<file path="config.mk">
export PLATFORM = sky130hd
export DESIGN_NAME = tmr_timers
export DESIGN_NICKNAME = d
export VERILOG_FILES = /design/src/logic/tmr_pkg.sv /design/src/logic/tmr_timers.sv
export SDC_FILE = /design/constraint.sdc
export NUM_CORES = 1
export LEC_CHECK = 0
export ABC_AREA = 1
export BUFFER_PORTS_ARGS = -buffer_cell sky130_fd_sc_hd__clkbuf_2
export CAP_MARGIN = 20
export CELL_PAD_IN_SITES_DETAIL_PLACEMENT = 0
export CELL_PAD_IN_SITES_GLOBAL_PLACEMENT = 1
export CORE_MARGIN = 10
export CORE_UTILIZATION = 48
export CTS_CLUSTER_SIZE = 16
export DETAILED_ROUTE_END_ITERATION = 7
export HOLD_SLACK_MARGIN = 0.15
export PLACE_DENSITY_LB_ADDON = 0.1
export SETUP_SLACK_MARGIN = 0.2
export SYNTH_ARGS = -nofsm -noshare
export SYNTH_HDL_FRONTEND = slang
export SYNTH_SLANG_ARGS = --single-unit
</file>
<file path="constraint.sdc">
create_clock -name hclk -period 4.8 [get_ports hclk]
set_input_delay 0.48 -clock hclk [delete_from_list [all_inputs] [get_ports hclk]]
set_output_delay 0.48 -clock hclk [all_outputs]
set_load 0.005 [all_outputs]
</file>
<file path="src/logic/tmr_pkg.sv">
// Register map, field layout and reset values for the timer block
package tmr_pkg;
  // Register indices; byte address is four times the index
  localparam logic [7:0] IDX_TCTL  = 8'h88;
  localparam logic [7:0] IDX_TMODE = 8'h89;
  localparam logic [7:0] IDX_T0L   = 8'h8a;
  localparam logic [7:0] IDX_T1L   = 8'h8b;
  localparam logic [7:0] IDX_T0H   = 8'h8c;
  localparam logic [7:0] IDX_T1H   = 8'h8d;
  localparam logic [7:0] IDX_T2CTL = 8'hc8;
  localparam logic [7:0] IDX_TIMER2_MODE = 8'hc9;
  localparam logic [7:0] IDX_RCL   = 8'hca;
  localparam logic [7:0] IDX_RCH   = 8'hcb;
  localparam logic [7:0] IDX_T2L   = 8'hcc;
  localparam logic [7:0] IDX_T2H   = 8'hcd;
  localparam logic [7:0] IDX_CAP   = 8'he0;
  // Field positions in the timer control register
  localparam int TC_T1FLAG = 7;
  localparam int TC_T1RUN  = 6;
  localparam int TC_T0FLAG = 5;
  localparam int TC_T0RUN  = 4;
  // Field positions in the timer mode register (per nibble)
  localparam int TM_QUAL = 3;
  localparam int TM_CSEL = 2;
  // Field positions in timer two control and mode
  localparam int T2C_FLAG = 7;
  localparam int T2C_RUN  = 2;
  localparam int T2C_CSEL = 0;
  localparam int T2M_RELOAD_ENABLE = 7;
  localparam int T2M_DIV  = 4;
  localparam int T2M_CAPC = 3;
  localparam int T2M_CMPC = 2;
  localparam int T2M_TRIG = 0;
  // Reset values
  localparam logic [7:0] RST_REG   = 8'h00;
  localparam logic [15:0] RST_WORD = 16'h0000;
  // Least timer two divide ratio is four
  localparam int T2_MIN_DIV = 4;
  // Bus state
  typedef enum logic [1:0] {TMR_BS_IDLE = 2'b00, TMR_BS_RDWAIT = 2'b01} tmr_bus_state_t;
endpackage

</file>
<file path="src/logic/tmr_timers.sv">
// Timers zero, one and two with an AHB-Lite register slave
`timescale 1ns/1ns
module tmr_timers #(
  parameter int PRESCALE_01 = 12
) (
  input  wire logic        hclk,
  input  wire logic        hresetn,
  input  wire logic        hsel,
  input  wire logic [31:0] haddr,
  input  wire logic [1:0]  htrans,
  input  wire logic        hwrite,
  input  wire logic [2:0]  hsize,
  input  wire logic [31:0] hwdata,
  input  wire logic        hready,
  output logic [31:0]      hrdata,
  output logic             hreadyout,
  output logic             hresp,
  input  wire logic        count_input_zero,
  input  wire logic        count_input_one,
  input  wire logic        gate_pin_zero,
  input  wire logic        gate_pin_one,
  input  wire logic [2:0]  capture_pin,
  output logic             baud_tick,
  output logic             timer_zero_overflow,
  output logic             timer_one_overflow,
  output logic             t2_flag
);
  // Elaboration check on the timer zero/one prescale
  if (PRESCALE_01 < 2 || PRESCALE_01 > 255) begin : g_chk
    $error("PRESCALE_01 out of range");
  end

  // One step of a timer-zero/one counter for modes 0..3; returns {ovf, high, low}
  function automatic logic [16:0] step_count(input logic [1:0] md, input logic [7:0] hi,
                                             input logic [7:0] lo);
    logic [16:0] r;
    logic [13:0] c13;
    r = {1'b0, hi, lo};
    c13 = 14'h0000;
    case (md)
      2'd0: begin
        c13 = {1'b0, hi, lo[4:0]} + 14'h0001;
        r = {c13[13], c13[12:5], lo[7:5], c13[4:0]};
      end
      2'd1: r = {1'b0, hi, lo} + 17'h00001;
      2'd2: r = (lo == 8'hff) ? {1'b1, hi, hi} : {1'b0, hi, lo + 8'h01};
      default: r = {(lo == 8'hff), hi, lo + 8'h01};
    endcase
    return r;
  endfunction

  // Prescaler mask for a timer two divide code
  function automatic logic [8:0] div_mask(input logic [2:0] code);
    return 9'((tmr_pkg::T2_MIN_DIV << code) - 1);
  endfunction

  localparam int PW = 8;
  localparam int NSYNC = 7;

  logic [7:0]  tctl_ff, tmode_ff, t2ctl_ff, timer2_mode_ff;
  logic [7:0]  timer_zero_low_byte_ff, timer_zero_high_byte_ff;
  logic [7:0]  timer_one_low_ff, timer_one_high_ff;
  logic [15:0] t2_count_ff, reload_compare_ff;
  logic [15:0] capture_ff [3];
  logic [PW-1:0] pre01_ff;
  logic [8:0]  pre2_ff;
  logic [NSYNC-1:0] s1_ff, s2_ff, s3_ff, clean_ff, clean_d_ff;
  tmr_pkg::tmr_bus_state_t bus_st_ff;
  logic        wr_pend_ff;
  logic [7:0]  wr_idx_ff, rd_idx_ff;
  logic [31:0] hrdata_ff;
  logic        hreadyout_ff, baud_tick_ff;

  // Input synchroniser: three stages, a change counts once stages two and three agree
  always_ff @(posedge hclk or negedge hresetn) begin
    if (!hresetn) begin
      s1_ff <= '0;
      s2_ff <= '0;
      s3_ff <= '0;
      clean_ff <= '0;
      clean_d_ff <= '0;
    end else begin
      s1_ff <= {capture_pin, gate_pin_one, gate_pin_zero, count_input_one, count_input_zero};
      s2_ff <= s1_ff;
      s3_ff <= s2_ff;
      clean_ff <= (s2_ff & s3_ff) | (clean_ff & (s2_ff ^ s3_ff));
      clean_d_ff <= clean_ff;
    end
  end

  logic [1:0] ext_fall;
  logic [1:0] gate_lvl;
  logic [2:0] cap_evt;
  assign ext_fall = clean_d_ff[1:0] & ~clean_ff[1:0];
  assign gate_lvl = clean_ff[3:2];
  assign cap_evt  = clean_ff[6:4] & ~clean_d_ff[6:4];

  // Bus slave: writes with no wait, reads with one wait state
  logic        addr_ok;
  logic        wr_en;
  logic [7:0]  wr_data;
  assign addr_ok = hsel && htrans[1] && hready;
  assign wr_en   = wr_pend_ff;
  assign wr_data = hwdata[7:0];

  always_ff @(posedge hclk or negedge hresetn) begin
    if (!hresetn) begin
      bus_st_ff <= tmr_pkg::TMR_BS_IDLE;
      wr_pend_ff <= 1'b0;
      wr_idx_ff <= 8'h00;
      rd_idx_ff <= 8'h00;
      hreadyout_ff <= 1'b1;
    end else begin
      wr_pend_ff <= addr_ok && hwrite && bus_st_ff == tmr_pkg::TMR_BS_IDLE;
      case (bus_st_ff)
        tmr_pkg::TMR_BS_IDLE: begin
          if (addr_ok) begin
            wr_idx_ff <= haddr[9:2];
            rd_idx_ff <= haddr[9:2];
            if (!hwrite) begin
              bus_st_ff <= tmr_pkg::TMR_BS_RDWAIT;
              hreadyout_ff <= 1'b0;
            end
          end
        end
        tmr_pkg::TMR_BS_RDWAIT: begin
          bus_st_ff <= tmr_pkg::TMR_BS_IDLE;
          hreadyout_ff <= 1'b1;
        end
        default: begin
          bus_st_ff <= tmr_pkg::TMR_BS_IDLE;
          hreadyout_ff <= 1'b1;
        end
      endcase
    end
  end

  // Read mux, sampled in the wait cycle; unmapped reads return zero
  logic [7:0] rd_val;
  always_comb begin
    rd_val = 8'h00;
    case (rd_idx_ff)
      tmr_pkg::IDX_TCTL:  rd_val = tctl_ff;
      tmr_pkg::IDX_TMODE: rd_val = tmode_ff;
      tmr_pkg::IDX_T0L:   rd_val = timer_zero_low_byte_ff;
      tmr_pkg::IDX_T0H:   rd_val = timer_zero_high_byte_ff;
      tmr_pkg::IDX_T1L:   rd_val = timer_one_low_ff;
      tmr_pkg::IDX_T1H:   rd_val = timer_one_high_ff;
      tmr_pkg::IDX_T2CTL: rd_val = t2ctl_ff & 8'h85;
      tmr_pkg::IDX_TIMER2_MODE: rd_val = timer2_mode_ff;
      tmr_pkg::IDX_RCL:   rd_val = reload_compare_ff[7:0];
      tmr_pkg::IDX_RCH:   rd_val = reload_compare_ff[15:8];
      tmr_pkg::IDX_T2L:   rd_val = t2_count_ff[7:0];
      tmr_pkg::IDX_T2H:   rd_val = t2_count_ff[15:8];
      8'he0: rd_val = capture_ff[0][7:0];
      8'he1: rd_val = capture_ff[0][15:8];
      8'he2: rd_val = capture_ff[1][7:0];
      8'he3: rd_val = capture_ff[1][15:8];
      8'he4: rd_val = capture_ff[2][7:0];
      8'he5: rd_val = capture_ff[2][15:8];
      default: rd_val = 8'h00;
    endcase
  end

  // Read data register and fixed OKAY response
  always_ff @(posedge hclk or negedge hresetn) begin
    if (!hresetn) begin
      hrdata_ff <= 32'h0000_0000;
    end else if (bus_st_ff == tmr_pkg::TMR_BS_RDWAIT) begin
      hrdata_ff <= {24'h000000, rd_val};
    end
  end

  // Decoded controls for timers zero and one
  logic [1:0] mode0, mode1;
  logic       t0_m3, run0, run1, en0, en1, src0, src1;
  logic       pre01_tick;
  assign mode0 = tmode_ff[1:0];
  assign mode1 = tmode_ff[5:4];
  assign t0_m3 = mode0 == 2'd3;
  assign run0  = tctl_ff[tmr_pkg::TC_T0RUN];
  assign run1  = t0_m3 ? 1'b1 : tctl_ff[tmr_pkg::TC_T1RUN];
  assign en0   = run0 && (!tmode_ff[tmr_pkg::TM_QUAL] || gate_lvl[0]);
  assign en1   = run1 && (!tmode_ff[4 + tmr_pkg::TM_QUAL] || gate_lvl[1]);
  assign pre01_tick = pre01_ff == PW'(PRESCALE_01 - 1);
  assign src0  = tmode_ff[tmr_pkg::TM_CSEL] ? ext_fall[0] : pre01_tick;
  assign src1  = tmode_ff[4 + tmr_pkg::TM_CSEL] ? ext_fall[1] : pre01_tick;

  // Shared prescaler for timers zero and one
  always_ff @(posedge hclk or negedge hresetn) begin
    if (!hresetn) begin
      pre01_ff <= '0;
    end else begin
      pre01_ff <= pre01_tick ? '0 : pre01_ff + PW'(1);
    end
  end

  logic [16:0] nxt_t0, nxt_t1;
  logic        inc0, inc1, inc0h, ovf0, ovf1, ovf0h;
  assign inc0  = src0 && en0;
  assign inc1  = src1 && en1 && mode1 != 2'd3;
  assign inc0h = t0_m3 && pre01_tick && tctl_ff[tmr_pkg::TC_T1RUN];
  assign nxt_t0 = step_count(mode0, timer_zero_high_byte_ff, timer_zero_low_byte_ff);
  assign nxt_t1 = step_count(mode1, timer_one_high_ff, timer_one_low_ff);
  assign ovf0  = inc0 && nxt_t0[16];
  assign ovf1  = inc1 && nxt_t1[16];
  assign ovf0h = inc0h && timer_zero_high_byte_ff == 8'hff;

  // Timer zero count bytes; a bus write wins over counting
  always_ff @(posedge hclk or negedge hresetn) begin
    if (!hresetn) begin
      timer_zero_low_byte_ff  <= tmr_pkg::RST_REG;
      timer_zero_high_byte_ff <= tmr_pkg::RST_REG;
    end else begin
      if (wr_en && wr_idx_ff == tmr_pkg::IDX_T0L) begin
        timer_zero_low_byte_ff <= wr_data;
      end else if (inc0) begin
        timer_zero_low_byte_ff <= nxt_t0[7:0];
      end
      if (wr_en && wr_idx_ff == tmr_pkg::IDX_T0H) begin
        timer_zero_high_byte_ff <= wr_data;
      end else if (inc0h) begin
        timer_zero_high_byte_ff <= timer_zero_high_byte_ff + 8'h01;
      end else if (inc0 && !t0_m3) begin
        timer_zero_high_byte_ff <= nxt_t0[15:8];
      end
    end
  end

  // Timer one count bytes; held still in its own mode 3
  always_ff @(posedge hclk or negedge hresetn) begin
    if (!hresetn) begin
      timer_one_low_ff  <= tmr_pkg::RST_REG;
      timer_one_high_ff <= tmr_pkg::RST_REG;
    end else begin
      if (wr_en && wr_idx_ff == tmr_pkg::IDX_T1L) begin
        timer_one_low_ff <= wr_data;
      end else if (inc1) begin
        timer_one_low_ff <= nxt_t1[7:0];
      end
      if (wr_en && wr_idx_ff == tmr_pkg::IDX_T1H) begin
        timer_one_high_ff <= wr_data;
      end else if (inc1) begin
        timer_one_high_ff <= nxt_t1[15:8];
      end
    end
  end

  // Timer control and mode registers; hardware flag set wins over software clear
  logic t1_flag_set;
  assign t1_flag_set = t0_m3 ? ovf0h : ovf1;
  always_ff @(posedge hclk or negedge hresetn) begin
    if (!hresetn) begin
      tctl_ff  <= tmr_pkg::RST_REG;
      tmode_ff <= tmr_pkg::RST_REG;
    end else begin
      if (wr_en && wr_idx_ff == tmr_pkg::IDX_TCTL) begin
        tctl_ff <= wr_data;
      end
      if (wr_en && wr_idx_ff == tmr_pkg::IDX_TMODE) begin
        tmode_ff <= wr_data;
      end
      if (ovf0) begin
        tctl_ff[tmr_pkg::TC_T0FLAG] <= 1'b1;
      end
      if (t1_flag_set) begin
        tctl_ff[tmr_pkg::TC_T1FLAG] <= 1'b1;
      end
    end
  end

  // Serial baud tick from timer one overflow only
  always_ff @(posedge hclk or negedge hresetn) begin
    if (!hresetn) begin
      baud_tick_ff <= 1'b0;
    end else begin
      baud_tick_ff <= ovf1;
    end
  end

  // Timer two decoded controls
  logic       t2_run, csel, ld_en, cap_ld_mode, t2_tick, ovf2, match2, cap_any, reload_now;
  logic [1:0] trig;
  logic [15:0] cnt_inc;
  assign t2_run  = t2ctl_ff[tmr_pkg::T2C_RUN];
  assign csel    = t2ctl_ff[tmr_pkg::T2C_CSEL];
  assign ld_en   = timer2_mode_ff[tmr_pkg::T2M_RELOAD_ENABLE];
  assign trig    = timer2_mode_ff[tmr_pkg::T2M_TRIG +: 2];
  assign cap_ld_mode = !csel;
  assign t2_tick = t2_run && (pre2_ff & div_mask(timer2_mode_ff[tmr_pkg::T2M_DIV +: 3]))
                   == div_mask(timer2_mode_ff[tmr_pkg::T2M_DIV +: 3]);
  assign cnt_inc = t2_count_ff + 16'h0001;
  assign ovf2    = t2_tick && t2_count_ff == 16'hffff;
  assign match2  = t2_tick && csel && cnt_inc == reload_compare_ff;
  assign cap_any = cap_ld_mode && |cap_evt;
  // Reload trigger: overflow or one capture channel
  assign reload_now = cap_ld_mode && ld_en &&
                      (trig == 2'd0 ? ovf2 : cap_evt[trig - 2'd1]);

  // Timer two prescaler runs only while enabled
  always_ff @(posedge hclk or negedge hresetn) begin
    if (!hresetn) begin
      pre2_ff <= 9'h000;
    end else if (t2_run) begin
      pre2_ff <= pre2_ff + 9'h001;
    end
  end

  // Timer two counter: write, reload, auto-clear, then count
  always_ff @(posedge hclk or negedge hresetn) begin
    if (!hresetn) begin
      t2_count_ff <= tmr_pkg::RST_WORD;
    end else if (wr_en && wr_idx_ff == tmr_pkg::IDX_T2L) begin
      t2_count_ff[7:0] <= wr_data;
    end else if (wr_en && wr_idx_ff == tmr_pkg::IDX_T2H) begin
      t2_count_ff[15:8] <= wr_data;
    end else if (reload_now) begin
      t2_count_ff <= reload_compare_ff;
    end else if (cap_any && timer2_mode_ff[tmr_pkg::T2M_CAPC]) begin
      t2_count_ff <= 16'h0000;
    end else if (match2 && timer2_mode_ff[tmr_pkg::T2M_CMPC]) begin
      t2_count_ff <= 16'h0000;
    end else if (t2_tick) begin
      t2_count_ff <= cnt_inc;
    end
  end

  // Capture registers, one pair per channel
  always_ff @(posedge hclk or negedge hresetn) begin
    if (!hresetn) begin
      for (int i = 0; i < 3; i++) begin
        capture_ff[i] <= tmr_pkg::RST_WORD;
      end
    end else begin
      for (int i = 0; i < 3; i++) begin
        if (cap_ld_mode && cap_evt[i]) begin
          capture_ff[i] <= t2_count_ff;
        end
      end
    end
  end

  // Timer two control, mode and reload registers; flag set beats clear
  always_ff @(posedge hclk or negedge hresetn) begin
    if (!hresetn) begin
      t2ctl_ff <= tmr_pkg::RST_REG;
      timer2_mode_ff <= tmr_pkg::RST_REG;
      reload_compare_ff <= tmr_pkg::RST_WORD;
    end else begin
      if (wr_en && wr_idx_ff == tmr_pkg::IDX_T2CTL) begin
        t2ctl_ff <= wr_data & 8'h85;
      end
      if (wr_en && wr_idx_ff == tmr_pkg::IDX_TIMER2_MODE) begin
        timer2_mode_ff <= wr_data;
      end
      if (wr_en && wr_idx_ff == tmr_pkg::IDX_RCL) begin
        reload_compare_ff[7:0] <= wr_data;
      end
      if (wr_en && wr_idx_ff == tmr_pkg::IDX_RCH) begin
        reload_compare_ff[15:8] <= wr_data;
      end
      if (ovf2 || match2) begin
        t2ctl_ff[tmr_pkg::T2C_FLAG] <= 1'b1;
      end
    end
  end

  assign hrdata    = hrdata_ff;
  assign hreadyout = hreadyout_ff;
  assign hresp     = 1'b0;
  assign baud_tick = baud_tick_ff;
  assign timer_zero_overflow = tctl_ff[tmr_pkg::TC_T0FLAG];
  assign timer_one_overflow  = tctl_ff[tmr_pkg::TC_T1FLAG];
  assign t2_flag   = t2ctl_ff[tmr_pkg::T2C_FLAG];
endmodule

</file>
==> reports/qor.tcl <==
set qor(clk_transition_reported_paths_ps) 60
set qor(avgRoutedWirePerCell_um) 19.1
set qor(critical_path.startpoint_type) {flop}
set qor(reg2reg_from) {rd_idx_ff[7]}
set qor(route.final.wire_length_mm) 37.5
set qor(worst_skew_pair.late_latency_ps) 530
set qor(worst_r2r_path_depth) 8
set qor(synth_most_common_cell) {sky130_fd_sc_hd__nand2_1}
set qor(synth_area_per_cell_um2) 7.59
set qor(final.hold.worst_slack_ps) 169
set qor(yosys_register_bits) 209
set qor(cts_tree) {built}
set qor(critical_path.endpoint) {hrdata[5]}
set qor(detailroute.via_count) 10800
set qor(swShare_pct) 35.4
set qor(syn2layout_area_growth_pct) 11.5
set qor(crit_type) {flop to flop}
set qor(timing.max_slew.rel_slack_pct) 22.3
set qor(min-delay-path-class) {input pin to flop}
set qor(run_status) {finished clean}
set qor(dpl_cell_area_mm2) 0.0123
set qor(rsz_0062_raised_after_global_routing) {no}
set qor(ctsHtreeMaxLevel) 1
set qor(reg2reg_setup_slack_ps) 1560
set qor(drt-initial-drc-count) 1025
set qor(most_heavily_used_metal_layer_in_global_routing) {met2}
set qor(finish.net_count) 1715
set qor(tritoncts_num_sinks) 209
set qor(synth.distinct_cells) 50
set qor(timing.final.hold_violations) 0
set qor(ir_worst_vdd_v) 0.000288
set qor(switchingPower_w) 0.00204
set qor(cts-hold-fix-buffers) 10
set qor(drc_errors_left) 0
set qor(slowest_stage) {sky130_fd_sc_hd__nor4_1}
set qor(grtUsageTotal_pct) 23.7
set qor(synth.area.top_cells) {sky130_fd_sc_hd__dfrtp_1 (44%), sky130_fd_sc_hd__nand2_1 (14%), sky130_fd_sc_hd__o21ai_0 (6.9%), sky130_fd_sc_hd__inv_1 (5.7%), sky130_fd_sc_hd__nand3_1 (4.1%)}
set qor(grt_first_pass_wirelength_mm) 58.7
set qor(port_buffers) 41
set qor(internal_power_w) 0.00371
set qor(tns_setup_ps) 0
set qor(end_kind) {flop}
set qor(detailedRoute.firstPassIterationCount) 5
set qor(ys_async_sr_fraction_pct) 100
set qor(antenna_violating_nets_post_route) 0
set qor(synthesis.instances) 1568
set qor(primary_flip_flop_cell_chosen_by_synthesis_mapping) {sky130_fd_sc_hd__dfrtp_1}
set qor(power.clock.fraction_pct) 33.5
set qor(p_per_area_mw_per_mm2) 433
set qor(cts_inserted_buffers) 25
set qor(ys_seq_area_share_pct) 44.0
set qor(placementRows) 57
set qor(worstPathArrival_ps) 3640
set qor(leading_area_contributor_after_synthesis) {sky130_fd_sc_hd__dfrtp_1}
set qor(path_depth) 8
set qor(max_cap_violations) 0
set qor(design.portCount) 119
set qor(worstPathRequired_ps) 5210
set qor(global_route.overflow_total) 0
set qor(viasPerCell) 5.52
set qor(global_route.usage.met2_pct) 36.2
set qor(post-route-min-period_ps) 3240
set qor(synthesis.yosys.warnings) 0
set qor(finClkSkew_ps) 14.7
set qor(max_stage_delay_on_crit_path_ps) 1000
set qor(critPathMaxFanout) 9
set qor(grt_antenna_before_repair) 2
set qor(design.core.area_mm2) 0.0243
set qor(die_area_mm2) 0.0315
set qor(yosys.area.top_type_share_pct) 43.8
set qor(cts-root-buf) {sky130_fd_sc_hd__clkbuf_16}
set qor(cp-startpoint) {rd_idx_ff[7]}
set qor(power_frac_comb_pct) 26.9
set qor(ranking_of_synthesized_cells_by_instance_count) {sky130_fd_sc_hd__nand2_1 (432), sky130_fd_sc_hd__dfrtp_1 (208), sky130_fd_sc_hd__inv_1 (182), sky130_fd_sc_hd__o21ai_0 (163), sky130_fd_sc_hd__nor2_1 (106)}
set qor(r2r-end) {hrdata[5]}
set qor(post-cts-setup-buffer-count) 0
set qor(drive_above_1_share_pct) 8.37
set qor(tightest_slew_ps) 1150
set qor(seqPwrFrac_pct) 39.5
set qor(hpwl_reported_at_the_end_of_detailed_placement_mm) 27.4
set qor(netlist_area_mm2) 0.0119
set qor(initial_utilization_pct) 48.9
set qor(fin_total_pwr_w) 0.00575
set qor(floorplan_die_height_um) 177
set qor(post-route-cell-area_mm2) 0.0133
set qor(max_clock_freq_ghz) 0.309
set qor(cp_top_family) {simple AND/OR/NAND/NOR gates}
set qor(setup_violations) 0
set qor(floorplan.die.width_um) 177
set qor(final_max_slew_viols) 0
set qor(global_route.usage.met1_pct) 33.9
set qor(place.gp.congestion) 0.912
set qor(cts.repair.resized) 0
set qor(grt_pass1_vias) 10200
set qor(grt_start_max_net_pins) 110
set qor(critical_path.n_buffers_inverters) 1
set qor(p_leak_nw) 6.75
set qor(timing.final.crit_share_pct) 67.4
set qor(clockBufferDepth) 3
set qor(synth_enable_flop_cells) 0
set qor(grtUsageMet3_pct) 4.21
set qor(crit_chain) {nand4_1, clkinv_1, nand4_1, o22ai_1, nor4_1, nand2_1, o21ai_0, nand2_1}
[layout by cell type, fill, tap and decap left out, types with 3 or more instances in the layout]
master	Yosys	final
sky130_fd_sc_hd__nand2_1	432	432
sky130_fd_sc_hd__dfrtp_1	208	208
sky130_fd_sc_hd__inv_1	182	182
sky130_fd_sc_hd__o21ai_0	163	163
sky130_fd_sc_hd__nor2_1	106	106
sky130_fd_sc_hd__nand3_1	98	98
sky130_fd_sc_hd__a21oi_1	42	42
sky130_fd_sc_hd__clkbuf_2	1	40
sky130_fd_sc_hd__nand4_1	27	27
sky130_fd_sc_hd__o211ai_1	27	27
sky130_fd_sc_hd__xor2_1	25	25
sky130_fd_sc_hd__o221ai_1	25	25
sky130_fd_sc_hd__conb_1	1	25
sky130_fd_sc_hd__clkbuf_16	0	25
sky130_fd_sc_hd__nor3_1	24	24
sky130_fd_sc_hd__o22ai_1	24	24
sky130_fd_sc_hd__ha_1	15	15
sky130_fd_sc_hd__nand2_2	13	13
sky130_fd_sc_hd__dlygate4sd3_1	0	10
sky130_fd_sc_hd__a21o_1	8	8
sky130_fd_sc_hd__nor2_2	8	8
sky130_fd_sc_hd__clkinv_1	8	8
sky130_fd_sc_hd__nand3b_1	7	7
sky130_fd_sc_hd__o2111ai_1	7	7
sky130_fd_sc_hd__clkbuf_8	0	7
sky130_fd_sc_hd__o21ai_1	6	6
sky130_fd_sc_hd__clkinv_2	1	6
sky130_fd_sc_hd__nor4_1	7	6
sky130_fd_sc_hd__inv_2	5	5
sky130_fd_sc_hd__buf_4	27	5
sky130_fd_sc_hd__nor3_2	4	4
sky130_fd_sc_hd__nor2_4	4	4
sky130_fd_sc_hd__o21ai_2	4	4
sky130_fd_sc_hd__a211oi_1	4	4
sky130_fd_sc_hd__nand3_2	3	3
sky130_fd_sc_hd__a221oi_1	3	3
sky130_fd_sc_hd__a22o_1	3	3
sky130_fd_sc_hd__a31oi_1	3	3
sky130_fd_sc_hd__clkbuf_1	22	3
sky130_fd_sc_hd__buf_8	0	3
[power groups by stage]
stage	sequential [W]	combinational [W]	clock, W
floorplan	0.00221	0.00117	0
global placement	0.00229	0.00150	0
detailed placement	0.00229	0.00152	0
CTS	0.00227	0.00153	0.00196
global route	0.00231	0.00175	0.00202
finish	0.00227	0.00155	0.00193
[worst register-to-register path: stages (launching register included)]
cell and delay, ps:
sky130_fd_sc_hd__dfrtp_1 410, sky130_fd_sc_hd__nand4_1 210, sky130_fd_sc_hd__clkinv_1 310, sky130_fd_sc_hd__nand4_1 500, sky130_fd_sc_hd__o22ai_1 140, sky130_fd_sc_hd__nor4_1 1000
sky130_fd_sc_hd__nand2_1 180, sky130_fd_sc_hd__o21ai_0 280, sky130_fd_sc_hd__nand2_1 80
[sequential cells by signal (all words and copies together) (netlist names), 8 cells and up]
signal	cells
capture_ff	48
hrdata	8
pre01_ff	8
pre2_ff	9
rd_idx_ff	8
reload_compare_ff	16
t2_count_ff	16
tctl_ff	8
timer2_mode_ff	8
timer_one_high_ff	8
timer_one_low_ff	8
timer_zero_high_byte_ff	8
timer_zero_low_byte_ff	8
tmode_ff	8
[layer usage]
layer  vias up  routed length (um)  part of all wire (%)
met3        61                2420                   6.4
met4         2                 967                   2.6
met1      5163               17600                    47
met5         -                  17                 0.045
met2       322               16500                    44
li1       5286                   -                     -
[area by class of cell]
class | instances | area [um2]
Clock buffer | 35 | 733
Timing Repair Buffer | 58 | 383
Tap cell | 324 | 405
Inverter | 196 | 737
Clock inverter | 9 | 101
Antenna cell | 1 | 2.50
Multi-Input combinational cell | 1129 | 5680
Fill cell | 2405 | 11000
Sequential cell | 209 | 5230
[worst min-delay path by stage]
stage,from,end,slack [ps],depth (start not counted)
floorplan,hresetn,baud_tick,180,0
global placement,s1_ff[5],s2_ff[5],330,0
detailed placement,s1_ff[5],s2_ff[5],340,0
CTS,haddr[3],rd_idx_ff[1],160,3
global route,haddr[6],rd_idx_ff[4],200,3
finish,haddr[6],rd_idx_ff[4],170,3
[logic make-up (layout without fill, tap and decap cells)]
group                      Yosys count  count (layout)  share of synthesized area, %
AOI/OAI and AO/OA                  324             324                          16.2
adders and majority gates           15              15                          1.58
and+or+nand+nor                    738             738                          27.1
buffers and inverters              254             298                          9.12
other                                1              26                        0.0315
DFF                                209             209                          44.0
xor gates and xnor gates            27              27                          1.99
[metrics by stage]
stage / std cells / utilization (%) / worst slack, ps
global route: 1960 / 54.6 / 1410
global placement: 1904 / 50.6 / 1780
detailed placement: 1906 / 50.7 / 1740
floorplan: 1592 / - / 2530
finish: 1961 / 54.6 / 1560
CTS: 1960 / 54.6 / 1740
No activity file was read; power rests on OpenSTA's default activity.
